## src/inc/cct_regs.svh

```systemverilog
`ifndef CCT_REGS_SVH
`define CCT_REGS_SVH
// ------------------------------------------------------------
// register offsets
// ------------------------------------------------------------
`define CCT_OFS_CTRL2     8'h55
`define CCT_OFS_CTRL1     8'h56
`define CCT_OFS_STATUS    8'h57
`define CCT_OFS_CAP1_HI   8'h58
`define CCT_OFS_CAP1_LO   8'h59
`define CCT_OFS_CMP1_HI   8'h5a
`define CCT_OFS_CMP1_LO   8'h5b
`define CCT_OFS_CNT_HI    8'h5c
`define CCT_OFS_CNT_LO    8'h5d
`define CCT_OFS_ACNT_HI   8'h5e
`define CCT_OFS_ACNT_LO   8'h5f
`define CCT_OFS_CAP2_HI   8'h60
`define CCT_OFS_CAP2_LO   8'h61
`define CCT_OFS_CMP2_HI   8'h62
`define CCT_OFS_CMP2_LO   8'h63
// ------------------------------------------------------------
// control one fields
// ------------------------------------------------------------
`define CCT_C1_CAP_IE     7
`define CCT_C1_CMP_IE     6
`define CCT_C1_OVF_IE     5
`define CCT_C1_FORCE2     4
`define CCT_C1_FORCE1     3
`define CCT_C1_LEVEL2     2
`define CCT_C1_EDGE1      1
`define CCT_C1_LEVEL1     0
// ------------------------------------------------------------
// control two fields
// ------------------------------------------------------------
`define CCT_C2_PIN1_EN    7
`define CCT_C2_PIN2_EN    6
`define CCT_C2_PULSE      5
`define CCT_C2_PWM        4
`define CCT_C2_CLK_HI     3
`define CCT_C2_CLK_LO     2
`define CCT_C2_EDGE2      1
`define CCT_C2_EXT_EDGE   0
// ------------------------------------------------------------
// status fields and reset values
// ------------------------------------------------------------
`define CCT_SR_CAP1       7
`define CCT_SR_CMP1       6
`define CCT_SR_OVF        5
`define CCT_SR_CAP2       4
`define CCT_SR_CMP2       3
`define CCT_SR_FREEZE     2
`define CCT_RST_CTRL      8'h00
`define CCT_RST_CNT       16'hfffc
`define CCT_RST_CMP       16'h8000
`define CCT_PWM_RELOAD    16'hfffc
`define CCT_CNT_MAX       16'hffff
`define CCT_DIV_2         3'h1
`define CCT_DIV_4         3'h3
`define CCT_DIV_8         3'h7
`endif

```

## src/inc/cct_pkg.sv

```systemverilog
package cct_pkg;
	typedef enum logic [1:0] {
		CCT_CLK_DIV4,
		CCT_CLK_DIV2,
		CCT_CLK_DIV8,
		CCT_CLK_EXT
	} cct_clk_t;
	typedef enum logic [1:0] {
		CCT_PULSE_IDLE,
		CCT_PULSE_RUN
	} cct_pulse_t;
endpackage : cct_pkg

```

## src/design/cct_timer.sv

```systemverilog
// Operation
// (RULE1) capture flags raise the interrupt only while capture_irq_en is one
// (RULE2) compare flags raise the interrupt only while compare_irq_en is one
// (RULE3) overflow flag raises the interrupt only while overflow_irq_en is one
// (RULE4) force_level2 drives out_level2 onto compare pin two when enabled
// (RULE5) force_level1 drives out_level1 onto compare pin one when enabled
// (RULE6) compare two match copies out_level2; pulse and pwm use pin one
// (RULE7) capture edge bits pick falling or rising trigger per input
// (RULE8) compare one match copies out_level1 to compare pin one
// (RULE9) cmp1_pin_en only routes pin one; compare one keeps running
// (RULE10) cmp2_pin_en only routes pin two; compare two keeps running
// (RULE11) single pulse: capture one edge starts a pulse ended by cmp1_value
// (RULE12) pwm: pulse length from cmp1_value, period from cmp2_value
// (RULE13) clk_sel picks cpu clock divided by four, two, eight or external
// (RULE14) external setting without an external pin stops the counter
// (RULE15) ext_clk_edge picks which external clock edge advances counter
// (RULE16) capture1 flag on capture or pwm period end; cleared status then low
// (RULE17) compare1 flag on match; cleared by status read then low access
// (RULE18) overflow flag on wrap; cleared by status read then count_low access
// (RULE19) alt_count_low access never clears the overflow flag
// (RULE20) capture2 flag on capture two; cleared status then low access
// (RULE21) compare2 flag on match; cleared by status read then low access
// (RULE22) timer_freeze halts prescaler and counter and disables outputs
// (RULE23) pwm compare two match reloads the counter with fffc
// (RULE24) with pwm and single pulse both set only pwm operates
// (RULE25) counter increments once per timer tick and wraps to zero
`include "cct_regs.svh"
module cct_timer #(
	parameter bit HAS_EXT_CLK = 1'b1
) (
	input  wire logic       clk_i,
	input  wire logic       reset_i,
	input  wire logic [7:0] addr_i,
	input  wire logic [7:0] wdata_i,
	input  wire logic       wr_i,
	input  wire logic       rd_i,
	output logic      [7:0] rdata_o,
	input  wire logic       capture1_in_pin_i,
	input  wire logic       capture2_in_pin_i,
	input  wire logic       ext_clk_pin_i,
	output logic            cmp1_out_pin_o,
	output logic            cmp1_out_en_n_o,
	output logic            cmp2_out_pin_o,
	output logic            cmp2_out_en_n_o,
	output logic            irq_o
);
	import cct_pkg::*;

	// ------------------------------------------------------------
	// registers
	// ------------------------------------------------------------
	logic [7:0]  ctrl1_reg;
	logic [7:0]  ctrl2_reg;
	logic [4:0]  flags_reg;
	logic        freeze_reg;
	logic [15:0] cnt_reg;
	logic [15:0] cap1_reg;
	logic [15:0] cap2_reg;
	logic [15:0] cmp1_reg;
	logic [15:0] cmp2_reg;
	logic [15:0] cmp1_sh_reg;
	logic [15:0] cmp2_sh_reg;
	logic [7:0]  cmp1_hi_reg;
	logic [7:0]  cmp2_hi_reg;
	logic [2:0]  div_reg;
	logic        ext_reg;
	logic        icp1_reg;
	logic        icp2_reg;
	logic        sr_seen_reg;
	logic        pin1_reg;
	logic        pin2_reg;
	cct_pulse_t  pulse_reg;

	// ------------------------------------------------------------
	// decode
	// ------------------------------------------------------------
	logic pwm_mode;
	logic pulse_mode;
	logic tick;
	logic ext_edge;
	logic cap1_evt;
	logic cap2_evt;
	logic cnt_write;
	logic [15:0] ref1;
	logic [15:0] ref2;
	logic match1;
	logic match2;
	logic wrap;
	logic acc;
	logic pulse_go;
	logic reload;
	cct_clk_t clk_sel;

	assign clk_sel    = cct_clk_t'(ctrl2_reg[`CCT_C2_CLK_HI:`CCT_C2_CLK_LO]);
	assign pwm_mode   = ctrl2_reg[`CCT_C2_PWM];
	assign pulse_mode = ctrl2_reg[`CCT_C2_PULSE] & ~pwm_mode; // RULE24
	assign acc        = wr_i | rd_i;

	// ------------------------------------------------------------
	// prescaler and counter clock
	// ------------------------------------------------------------
	// ext pin is taken as synchronous; edge seen against last sample
	assign ext_edge = ctrl2_reg[`CCT_C2_EXT_EDGE] ?
		(ext_clk_pin_i & ~ext_reg) : (~ext_clk_pin_i & ext_reg); // RULE15

	always_comb begin
		case (clk_sel) // RULE13
			CCT_CLK_DIV4: tick = (div_reg[1:0] == 2'(`CCT_DIV_4)) & ~freeze_reg;
			CCT_CLK_DIV2: tick = div_reg[0] & ~freeze_reg;
			CCT_CLK_DIV8: tick = (div_reg == `CCT_DIV_8) & ~freeze_reg;
			CCT_CLK_EXT:  tick = HAS_EXT_CLK & ext_edge & ~freeze_reg; // RULE14
			default:      tick = 1'b0;
		endcase
	end

	always_ff @(posedge clk_i) begin
		if (reset_i) begin
			div_reg <= 3'h0;
			ext_reg <= 1'b0;
		end else begin
			ext_reg <= ext_clk_pin_i;
			if (!freeze_reg) begin
				div_reg <= div_reg + 3'h1; // RULE22
			end
		end
	end

	// pwm uses shadow compare values, reloaded only at period end
	assign ref1   = pwm_mode ? cmp1_sh_reg : cmp1_reg;
	assign ref2   = pwm_mode ? cmp2_sh_reg : cmp2_reg;
	assign match1 = tick & (cnt_reg == ref1);
	assign match2 = tick & (cnt_reg == ref2);
	assign reload = (pwm_mode & match2) | pulse_go; // RULE11 RULE23
	assign wrap   = tick & (cnt_reg == `CCT_CNT_MAX) & ~reload;
	assign cnt_write = wr_i & ((addr_i == `CCT_OFS_CNT_LO) |
		(addr_i == `CCT_OFS_ACNT_LO));

	always_ff @(posedge clk_i) begin
		if (reset_i || cnt_write) begin
			cnt_reg <= `CCT_RST_CNT;
		end else if (reload) begin
			cnt_reg <= `CCT_PWM_RELOAD; // RULE23 RULE11
		end else if (tick) begin
			cnt_reg <= cnt_reg + 16'h0001; // RULE25
		end
	end

	// ------------------------------------------------------------
	// input capture
	// ------------------------------------------------------------
	assign cap1_evt = ~pwm_mode & (ctrl1_reg[`CCT_C1_EDGE1] ?
		(capture1_in_pin_i & ~icp1_reg) :
		(~capture1_in_pin_i & icp1_reg)); // RULE7
	assign cap2_evt = ctrl2_reg[`CCT_C2_EDGE2] ?
		(capture2_in_pin_i & ~icp2_reg) :
		(~capture2_in_pin_i & icp2_reg); // RULE7
	// single pulse restarts the count so its width follows cmp1_value only
	assign pulse_go = pulse_mode & ~freeze_reg & cap1_evt &
		(pulse_reg == CCT_PULSE_IDLE); // RULE11

	always_ff @(posedge clk_i) begin
		if (reset_i) begin
			icp1_reg <= 1'b0;
			icp2_reg <= 1'b0;
			cap1_reg <= 16'h0000;
			cap2_reg <= 16'h0000;
		end else begin
			icp1_reg <= capture1_in_pin_i;
			icp2_reg <= capture2_in_pin_i;
			if (cap1_evt) begin
				cap1_reg <= cnt_reg; // RULE16
			end
			if (cap2_evt) begin
				cap2_reg <= cnt_reg; // RULE20
			end
		end
	end

	// ------------------------------------------------------------
	// status flags: set wins over clear
	// ------------------------------------------------------------
	logic [4:0] set_v;
	logic [4:0] clr_v;
	assign set_v[4] = cap1_evt | (pwm_mode & match2); // RULE16
	assign set_v[3] = ~pwm_mode & match1; // RULE17
	assign set_v[2] = wrap; // RULE18
	assign set_v[1] = cap2_evt; // RULE20
	assign set_v[0] = ~pwm_mode & match2; // RULE21
	assign clr_v[4] = sr_seen_reg & acc & (addr_i == `CCT_OFS_CAP1_LO);
	assign clr_v[3] = sr_seen_reg & acc & (addr_i == `CCT_OFS_CMP1_LO);
	assign clr_v[2] = sr_seen_reg & acc & (addr_i == `CCT_OFS_CNT_LO); // RULE19
	assign clr_v[1] = sr_seen_reg & acc & (addr_i == `CCT_OFS_CAP2_LO);
	assign clr_v[0] = sr_seen_reg & acc & (addr_i == `CCT_OFS_CMP2_LO);

	always_ff @(posedge clk_i) begin
		if (reset_i) begin
			flags_reg <= 5'h00;
		end else begin
			flags_reg <= set_v | (flags_reg & ~clr_v);
		end
	end

	// status read arms clearing; any later access other than a status read disarms it
	always_ff @(posedge clk_i) begin
		if (reset_i) begin
			sr_seen_reg <= 1'b0;
		end else if (rd_i && addr_i == `CCT_OFS_STATUS) begin
			sr_seen_reg <= 1'b1;
		end else if (acc) begin
			sr_seen_reg <= 1'b0;
		end
	end

	assign irq_o = (ctrl1_reg[`CCT_C1_CAP_IE] & (flags_reg[4] | flags_reg[1]))
		| (ctrl1_reg[`CCT_C1_CMP_IE] & (flags_reg[3] | flags_reg[0])) // RULE2
		| (ctrl1_reg[`CCT_C1_OVF_IE] & flags_reg[2]); // RULE1 RULE3

	// ------------------------------------------------------------
	// register writes
	// ------------------------------------------------------------
	always_ff @(posedge clk_i) begin
		if (reset_i) begin
			ctrl1_reg  <= `CCT_RST_CTRL;
			ctrl2_reg  <= `CCT_RST_CTRL;
			freeze_reg <= 1'b0;
		end else if (wr_i) begin
			case (addr_i)
				`CCT_OFS_CTRL1:  ctrl1_reg <= wdata_i;
				`CCT_OFS_CTRL2:  ctrl2_reg <= wdata_i;
				`CCT_OFS_STATUS: freeze_reg <= wdata_i[`CCT_SR_FREEZE]; // RULE22
				default: ;
			endcase
		end
	end

	// high byte is held aside; the low write lands both, so no torn value
	always_ff @(posedge clk_i) begin
		if (reset_i) begin
			cmp1_reg    <= `CCT_RST_CMP;
			cmp2_reg    <= `CCT_RST_CMP;
			cmp1_hi_reg <= 8'(`CCT_RST_CMP >> 8);
			cmp2_hi_reg <= 8'(`CCT_RST_CMP >> 8);
		end else if (wr_i) begin
			case (addr_i)
				`CCT_OFS_CMP1_HI: cmp1_hi_reg <= wdata_i;
				`CCT_OFS_CMP1_LO: cmp1_reg    <= {cmp1_hi_reg, wdata_i};
				`CCT_OFS_CMP2_HI: cmp2_hi_reg <= wdata_i;
				`CCT_OFS_CMP2_LO: cmp2_reg    <= {cmp2_hi_reg, wdata_i};
				default: ;
			endcase
		end
	end

	always_ff @(posedge clk_i) begin
		if (reset_i) begin
			cmp1_sh_reg <= `CCT_RST_CMP;
			cmp2_sh_reg <= `CCT_RST_CMP;
		end else if (!pwm_mode || match2) begin
			cmp1_sh_reg <= cmp1_reg;
			cmp2_sh_reg <= cmp2_reg;
		end
	end

	// ------------------------------------------------------------
	// output levels
	// ------------------------------------------------------------
	logic lvl1;
	logic lvl2;
	logic force1;
	logic force2;
	assign lvl1   = ctrl1_reg[`CCT_C1_LEVEL1];
	assign lvl2   = ctrl1_reg[`CCT_C1_LEVEL2];
	assign force1 = wr_i & (addr_i == `CCT_OFS_CTRL1) & wdata_i[`CCT_C1_FORCE1];
	assign force2 = wr_i & (addr_i == `CCT_OFS_CTRL1) & wdata_i[`CCT_C1_FORCE2];

	always_ff @(posedge clk_i) begin
		if (reset_i) begin
			pin1_reg  <= 1'b0;
			pulse_reg <= CCT_PULSE_IDLE;
		end else if (force1) begin
			pin1_reg <= wdata_i[`CCT_C1_LEVEL1]; // RULE5
		end else if (pwm_mode) begin
			if (match2) begin
				pin1_reg <= lvl2; // RULE12 RULE6
			end else if (match1) begin
				pin1_reg <= lvl1; // RULE12
			end
		end else if (pulse_mode) begin
			case (pulse_reg)
				CCT_PULSE_IDLE: if (pulse_go) begin
					pin1_reg  <= lvl2; // RULE11 RULE6
					pulse_reg <= CCT_PULSE_RUN;
				end
				CCT_PULSE_RUN: if (match1) begin
					pin1_reg  <= lvl1; // RULE11
					pulse_reg <= CCT_PULSE_IDLE;
				end
				default: pulse_reg <= CCT_PULSE_IDLE;
			endcase
		end else if (match1) begin
			pin1_reg <= lvl1; // RULE8
		end
	end

	always_ff @(posedge clk_i) begin
		if (reset_i) begin
			pin2_reg <= 1'b0;
		end else if (force2) begin
			pin2_reg <= wdata_i[`CCT_C1_LEVEL2]; // RULE4
		end else if (!pwm_mode && !pulse_mode && match2) begin
			pin2_reg <= lvl2; // RULE6
		end
	end

	// pin enables only gate routing; compare logic runs regardless
	assign cmp1_out_pin_o  = pin1_reg & ~freeze_reg; // RULE22
	assign cmp2_out_pin_o  = pin2_reg & ~freeze_reg;
	assign cmp1_out_en_n_o = ~(ctrl2_reg[`CCT_C2_PIN1_EN] & ~freeze_reg); // RULE9
	assign cmp2_out_en_n_o = ~(ctrl2_reg[`CCT_C2_PIN2_EN] & ~freeze_reg); // RULE10

	// ------------------------------------------------------------
	// read data
	// ------------------------------------------------------------
	always_ff @(posedge clk_i) begin
		if (reset_i) begin
			rdata_o <= 8'h00;
		end else if (rd_i) begin
			case (addr_i)
				`CCT_OFS_CTRL1:   rdata_o <= ctrl1_reg;
				`CCT_OFS_CTRL2:   rdata_o <= ctrl2_reg;
				`CCT_OFS_STATUS:  rdata_o <= {flags_reg, freeze_reg, 2'b00};
				`CCT_OFS_CAP1_HI: rdata_o <= cap1_reg[15:8];
				`CCT_OFS_CAP1_LO: rdata_o <= cap1_reg[7:0];
				`CCT_OFS_CAP2_HI: rdata_o <= cap2_reg[15:8];
				`CCT_OFS_CAP2_LO: rdata_o <= cap2_reg[7:0];
				`CCT_OFS_CMP1_HI: rdata_o <= cmp1_reg[15:8];
				`CCT_OFS_CMP1_LO: rdata_o <= cmp1_reg[7:0];
				`CCT_OFS_CMP2_HI: rdata_o <= cmp2_reg[15:8];
				`CCT_OFS_CMP2_LO: rdata_o <= cmp2_reg[7:0];
				`CCT_OFS_CNT_HI,
				`CCT_OFS_ACNT_HI: rdata_o <= cnt_reg[15:8];
				`CCT_OFS_CNT_LO,
				`CCT_OFS_ACNT_LO: rdata_o <= cnt_reg[7:0];
				default:          rdata_o <= 8'h00;
			endcase
		end else begin
			rdata_o <= 8'h00;
		end
	end

	// ------------------------------------------------------------
	// checks
	// ------------------------------------------------------------
	property p_ovf_irq;
		@(posedge clk_i) disable iff (reset_i)
		(flags_reg[2] && ctrl1_reg[`CCT_C1_OVF_IE]) |-> irq_o;
	endproperty
	a_ovf_irq: assert property (p_ovf_irq) else $error("ovf irq lost"); // RULE3
	property p_irq_off;
		@(posedge clk_i) disable iff (reset_i)
		(ctrl1_reg[7:5] == 3'h0) |-> !irq_o;
	endproperty
	a_irq_off: assert property (p_irq_off) else $error("irq not masked"); // RULE1
	property p_wrap_flag;
		@(posedge clk_i) disable iff (reset_i)
		(wrap && !cnt_write) |=> flags_reg[2] && cnt_reg == 16'h0000;
	endproperty
	a_wrap_flag: assert property (p_wrap_flag) else $error("wrap"); // RULE18
	property p_freeze_hold;
		@(posedge clk_i) disable iff (reset_i)
		(freeze_reg && !cnt_write) |=> $stable(cnt_reg);
	endproperty
	a_freeze_hold: assert property (p_freeze_hold) else $error("frozen"); // RULE22
	property p_pwm_reload;
		@(posedge clk_i) disable iff (reset_i)
		(pwm_mode && match2 && !cnt_write) |=> cnt_reg == 16'hfffc;
	endproperty
	a_pwm_reload: assert property (p_pwm_reload) else $error("reload"); // RULE23
	property p_cap1_latch;
		@(posedge clk_i) disable iff (reset_i)
		cap1_evt |=> cap1_reg == $past(cnt_reg) && flags_reg[4];
	endproperty
	a_cap1_latch: assert property (p_cap1_latch) else $error("cap1"); // RULE16
	property p_div8;
		@(posedge clk_i) disable iff (reset_i)
		(clk_sel == CCT_CLK_DIV8 && tick) |=> !tick [*7];
	endproperty
	a_div8: assert property (p_div8) else $error("div8 rate"); // RULE13
	property p_alt_keep;
		@(posedge clk_i) disable iff (reset_i)
		(acc && addr_i == `CCT_OFS_ACNT_LO && flags_reg[2]) |=> flags_reg[2];
	endproperty
	a_alt_keep: assert property (p_alt_keep) else $error("alt clr"); // RULE19
endmodule : cct_timer

```

## config.mk

```make
export PLATFORM = sky130hd
export DESIGN_NAME = cct_timer
export DESIGN_NICKNAME = d
export VERILOG_FILES = /design/src/inc/cct_pkg.sv /design/src/design/cct_timer.sv
export VERILOG_INCLUDE_DIRS = /design/src /design/src/inc
export SDC_FILE = /design/constraint.sdc
export NUM_CORES = 1
export LEC_CHECK = 0
export ABC_CLOCK_PERIOD_IN_PS = 5300
export BUFFER_PORTS_ARGS = -buffer_cell sky130_fd_sc_hd__buf_2
export CORE_MARGIN = 5
export CORE_UTILIZATION = 61
export CTS_BUF_LIST = sky130_fd_sc_hd__clkbuf_4
export DETAILED_ROUTE_END_ITERATION = 8
export MAX_ROUTING_LAYER = met4
export PLACE_DENSITY = 0.82
export SYNTH_ARGS = -nofsm -noshare
export SYNTH_HDL_FRONTEND = slang
export SYNTH_SLANG_ARGS = --single-unit
```

## constraint.sdc

```tcl
create_clock -name clk_i -period 5.3 [get_ports clk_i]
set_input_delay 1.325 -clock clk_i [delete_from_list [all_inputs] [get_ports clk_i]]
set_output_delay 1.325 -clock clk_i [all_outputs]
set_load 0.05 [all_outputs]
```

# Word level (Yosys, flattened, before mapping)
# Index checks and enable logic that the tools add are counted.
[totals]
regBits = 169
inputBits = 23
output_inout_bits = 13
wordCells = 160
[op_classes]
addsub = 2
n_eq_ne = 28
muxes = 21
n_bitwise = 63
reduce_logical = 24
[ops]
columns = ["op", "count"]
rows = [
  ["8-bit by 7-bit == test with 1-bit output, second input constant", 15],
  ["8-bit case mux with 13 select lines", 1],
  ["1-bit bitwise AND", 39],
  ["16-bit == test", 2],
  ["16-bit 2-to-1 mux", 2],
  ["16-bit by 1-bit adder with 16-bit output, second input constant", 1],
  ["16-bit == test, second input constant", 1],
  ["2-bit AND reduction", 8],
  ["1-bit 2-to-1 mux", 13],
  ["1-bit NOT", 13],
  ["1-bit OR", 8],
  ["2-bit OR reduction", 4],
  ["2-bit == test, second input constant", 3],
  ["5-bit bitwise AND", 1],
  ["5-bit by 2-bit != test with 1-bit output, second input constant", 1],
  ["5-bit != test, second input constant", 1],
  ["5-bit NOT", 1],
  ["5-bit OR", 1],
  ["5-bit AND reduction", 1],
  ["2-bit by 1-bit == test with 1-bit output, second input constant", 2],
  ["2-bit logical NOT", 2],
  ["2-bit 2-to-1 mux", 2],
  ["2-bit != test, second input constant", 2],
  ["1-bit case mux with 4 select lines", 1],
  ["other kinds (8)", 13],
]

# Logic depth before layout (Yosys ltp)
[depth]
depth_word = 11
ltp_mapped = 11
depth_no_buf = 9

# Worst setup path before layout
# Ideal clock, no wire load.
[synth_timing]
kind = "in2reg"
from = "input port ext_clk_pin_i"
to = "register cnt_reg[11]"
setup_ns = 0.116
arrival_time_ns = 2.927
t_required_ns = 5.184
slack_ns = 2.257
stages = 9
path_buffers = 2
path_cell_list = "and4b_1 a2111oi_0 nor2_1 and3_1 nand3_2 and3_1 clkbuf_1 buf_4 nand2_1"
[synth_via]
elab_chain_cells = 9
word_cells_on_any_way = 10
[synth_lines]
columns = ["element", "line", "source"]
rows = [
  ["start, declared", "cct_timer.sv:40", "input wire logic ext_clk_pin_i,"],
  ["1-bit NOT", "cct_timer.sv:104", "(ext_clk_pin_i & ~ext_reg) : (~ext_clk_pin_i & ext_reg);"],
  ["1-bit bitwise AND", "cct_timer.sv:104", ""],
  ["1-bit 2-to-1 mux *", "cct_timer.sv:103", "assign ext_edge = ctrl2_reg[`CCT_C2_EXT_EDGE] ?"],
  ["1-bit bitwise AND *", "cct_timer.sv:111", "CCT_CLK_EXT: tick = HAS_EXT_CLK & ext_edge & ~freeze_reg;"],
  ["1-bit case mux with 4 select lines *", "cct_timer.sv:107", "case (clk_sel)"],
  ["1-bit bitwise AND", "cct_timer.sv:132", "assign match2 = tick & (cnt_reg == ref2);"],
  ["1-bit bitwise AND", "cct_timer.sv:133", "assign reload = (pwm_mode & match2) | pulse_go;"],
  ["1-bit OR", "cct_timer.sv:133", ""],
  ["2-bit OR reduction (no line)", "n/a", ""],
  ["end signal, assigned", "cct_timer.sv:140", "cnt_reg <= `CCT_RST_CNT;"],
  ["end signal, assigned", "cct_timer.sv:142", "cnt_reg <= `CCT_PWM_RELOAD;"],
  ["end signal, assigned", "cct_timer.sv:144", "cnt_reg <= cnt_reg + 16'h0001;"],
  ["end, declared", "cct_timer.sv:56", "logic [15:0] cnt_reg;"],
]
# Every way passes the cells marked *; elsewhere a longest branch is shown, timed or not.
# A chain may end at the register's enable or synchronous reset.

# Final worst setup path
[layout_timing]
from = "register ctrl2_reg[4]"
to = "register cmp1_sh_reg[3]"
[layout_via]
elab_chain_cells = 4
word_cells_on_any_way = 5
[layout_lines]
columns = ["element", "line", "source"]
rows = [
  ["start, declared", "cct_timer.sv:53", "logic [7:0] ctrl2_reg;"],
  ["start signal, assigned", "cct_timer.sv:224", "ctrl2_reg <= `CCT_RST_CTRL;"],
  ["start signal, assigned", "cct_timer.sv:229", "`CCT_OFS_CTRL2: ctrl2_reg <= wdata_i;"],
  ["16-bit 2-to-1 mux", "cct_timer.sv:130", "assign ref2 = pwm_mode ? cmp2_sh_reg : cmp2_reg;"],
  ["16-bit == test", "cct_timer.sv:132", ""],
  ["1-bit bitwise AND", "cct_timer.sv:132", ""],
  ["1-bit logical OR *", "cct_timer.sv:258", "end else if (!pwm_mode || match2) begin"],
  ["end signal, assigned", "cct_timer.sv:256", "cmp1_sh_reg <= `CCT_RST_CMP;"],
  ["end signal, assigned", "cct_timer.sv:259", "cmp1_sh_reg <= cmp1_reg;"],
  ["end, declared", "cct_timer.sv:61", "logic [15:0] cmp1_sh_reg;"],
]
# Marked as above.

==> reports/results.txt <==
Status: finished clean
DRC violations left: 0
Die area: 0.01539 sq mm
Worst r2r dst: cmp1_sh_reg[3]$_SDFFE_PP0P_
Critical path buffers and inverters: 2
Final setup skew: 21.55 ps
Clk slew on worst S/H paths: 140 ps
Die Span Y: 124.0 microns
Post-synth top flop: dfxtp_1
Worst slew pin tran: 957.5 ps
Synth top area cells: dfxtp_1 42%, mux2i_1 16%, nand2_1 6.2%
RSZ-0062 raised after global routing: false
Share of cells above drive strength 1: 10.87%
Non-Filler Instances: 1064
Worst EP arrival: 4190 ps
Core Area: 0.01267 sq mm
Post-synth EDFFs: 0
Number of global-route vias before repair: 5850
Routed WL: 20320 microns
Initial antenna violation count: 0
DRT Pass-1 Iters: 6
Lkg Pwr: 3.448 nW
Count of final setup violators: 0
R2r setup slk: 1580 ps
H-tree depth: 4
Mapped Avg Cell Area: 8.945 sq um
FF+latch count, synth: 168
Num CTS Buffers: 17
Synth Area in Adders: 0.4731%
Hold Buf Count CTS: 0
Grt ovf: 0
Max-slew violations: 0
Vias: 6413
Stages on worst setup path: 9
Setup TNS: 0 ps
Final worst-path cycle share: 70.15%
Width of the die: 124.0 microns
Ant diodes: 0
Slowest-stage cell, CP: dfxtp_2
Storage element area: 0.003364 sq mm
P per Cell Area: 253.6 mW/mm^2
Relative slew slack: 35.68%
Vias/cell: 6.027
Placed Instances: 1032
Netlist cell types: 57
Pint: 1.553 mW
Area grow syn2layout: 4.621%
NetSw: 0.5517 mW
Max-cap violation count: 0
Hold Crit Class: register to register
Mapped Area: 0.007934 sq mm
Combinational Power Share: 5.7%
Clk pwr share: 33.0%
Crit-path cells: buf_4 -> mux2i_1 -> xnor2_1 -> nor4_2 -> nand4_1 -> o21ai_4 -> buf_4 -> mux2i_1 -> nor2_1
WHS Endpoint: cmp2_reg[11]$_SDFFE_PP0P_
Nets@finish: 905
XOR/XNOR Fraction of Synth Area: 5.299%
Initial DRC Count: 809
Mapped Cells: 887
Mapped Nets: 913
Startpoint Class: register
Simple-Gate Fraction of Synth Area: 18.80%
Resized cells post-CTS: 0
Largest net degree at the start of global routing: 84
Maximum vdd drop: 0.1999 mV
Antenna-violating nets left: 0
Number of buffers added on ports: 35
CP top delay family: flip-flops
Top-count cell post-synth: dfxtp_1
Async S/R FF share, synth: 0%
WP data required: 5770 ps
Post-synth top area share: 42.39%
Io pins: 36
First-pass GRT wire length: 31880 microns
Synth warnings: 0
Seq pwr share: 61.3%
GR Util All Layers: 28.39%
Worst skew pair latency: 610 ps
Synth area leader: dfxtp_1
Fraction of synthesized area in multiplexers: 18.50%
Synth Area in Compound Gates: 9.383%
Hold Crit Start: cmp2_hi_reg[3]$_SDFFE_PP0P_
Initial Utilization: 62.61%
Minimum clock period: 3718 ps
CP Class: register to register
Clock Path Buffers: 2
Hold path cells: 2
Critical Path End Type: register
Fmax: 0.2690 GHz
Sw frac: 26.21%
Worst r2r path cells: 9
Clock root cell: clkbuf_4
Max incr delay on CP: 950 ps
Rows: 41
Per-cell routed wire length: 19.09 microns
Register area share after synthesis: 42.39%
Fill cells: 1077
FF-to-FF Start: ctrl2_reg[4]$_SDFFE_PP0P_
Multi-input gate area: 0.004169 sq mm
Final Wtd Congestion: 0.9816
CTS tree: built
Dpl hpwl: 13990 microns
TritonCTS Sinks: 168
Final Hold Viols: 0
Postcts setup bufs: 0
Combinational family with the most area after synthesis: simple AND/OR/NAND/NOR gates
Crit Path Max Fanout: 31
Top cells by count, synth: 168 x dfxtp_1, 131 x nand2_1, 123 x mux2i_1
## stage by stage
stage | total power [mW] | utilization, % | hold WS (ps) | worst slack (ps) | cell area (sq um)
after floorplan | 1.395 | - | 435.3 | 2257 | 7934
after global placement | 1.434 | 63.50 | 442.2 | 1639 | 8046
after detailed placement | 1.436 | 63.50 | 447.8 | 1569 | 8046
after CTS | 2.113 | 65.51 | 467.0 | 1642 | 8300
after global routing | 2.181 | 65.51 | 486.4 | 1435 | 8300
final | 2.105 | 65.51 | 468.6 | 1582 | 8300
## layout by cell type, fill, tap and decap left out, drive strengths merged, types with 13 or more instances in the layout
cell type / count
dfxtp: 168
nand2: 131
mux2i: 123
nor2: 109
a21oi: 61
buf: 46
xnor2: 43
nand3: 24
o21ai: 18
clkbuf: 17
inv: 13
## worst min-delay path, cell delays in order (launching register included)
cell	delay (ps)
dfxtp_1	330
nand2_1	50
a21oi_1	50
## per-layer routing
| metal | share of wire (%) | track usage, % | up-vias |
|---|---|---|---|
| met5 | 0 | - | - |
| met4 | 3.5 | 12.18 | 0 |
| met3 | 12 | 8.629 | 66 |
| met2 | 43 | 39.86 | 353 |
| met1 | 41 | 37.95 | 2965 |
| li1 | - | - | 3029 |
## power by group through the flow
| stage | clock network, mW | registers (mW) | logic [mW] |
|---|---|---|---|
| finish | 0.694 | 1.29 | 0.120 |
| global route | 0.759 | 1.29 | 0.128 |
| CTS | 0.705 | 1.29 | 0.118 |
| detailed placement | 0 | 1.32 | 0.118 |
| global placement | 0 | 1.32 | 0.116 |
| floorplan | 0 | 1.31 | 0.0819 |
## cell families (layout without fill, tap and decap cells)
family / count (synthesis) / after routing
xor gates and xnor gates: 48 / 48
and+or+nand+nor: 330 / 330
adders and majority gates: 3 / 3
muxes: 134 / 134
AOI/OAI and AO/OA: 121 / 121
buffers and inverters: 83 / 88
DFF: 168 / 168
## cell type report
type / count / share of cell area (%)
Multi-Input combinational cell: 636 / 50.23
Sequential cell: 168 / 40.53
Timing Repair Buffer: 46 / 3.135
Tap cell: 172 / 2.593
Clock buffer: 17 / 1.538
Clock inverter: 15 / 1.522
Inverter: 10 / 0.4522
## worst max-delay path by stage
stage,start,to
2_1_floorplan,ext_clk_pin_i,cnt_reg[11]$_SDFFE_PP1P_
3_3_place_gp,ext_clk_pin_i,cmp1_sh_reg[3]$_SDFFE_PP0P_
3_5_place_dp,addr_i[5],cmp1_hi_reg[7]$_SDFFE_PP1P_
4_1_cts,ctrl2_reg[4]$_SDFFE_PP0P_,cmp1_sh_reg[3]$_SDFFE_PP0P_
5_1_grt,ctrl2_reg[4]$_SDFFE_PP0P_,cmp1_sh_reg[0]$_SDFFE_PP0P_
6_report,ctrl2_reg[4]$_SDFFE_PP0P_,cmp1_sh_reg[3]$_SDFFE_PP0P_
Note: power is estimated with default switching activity, not from simulation.
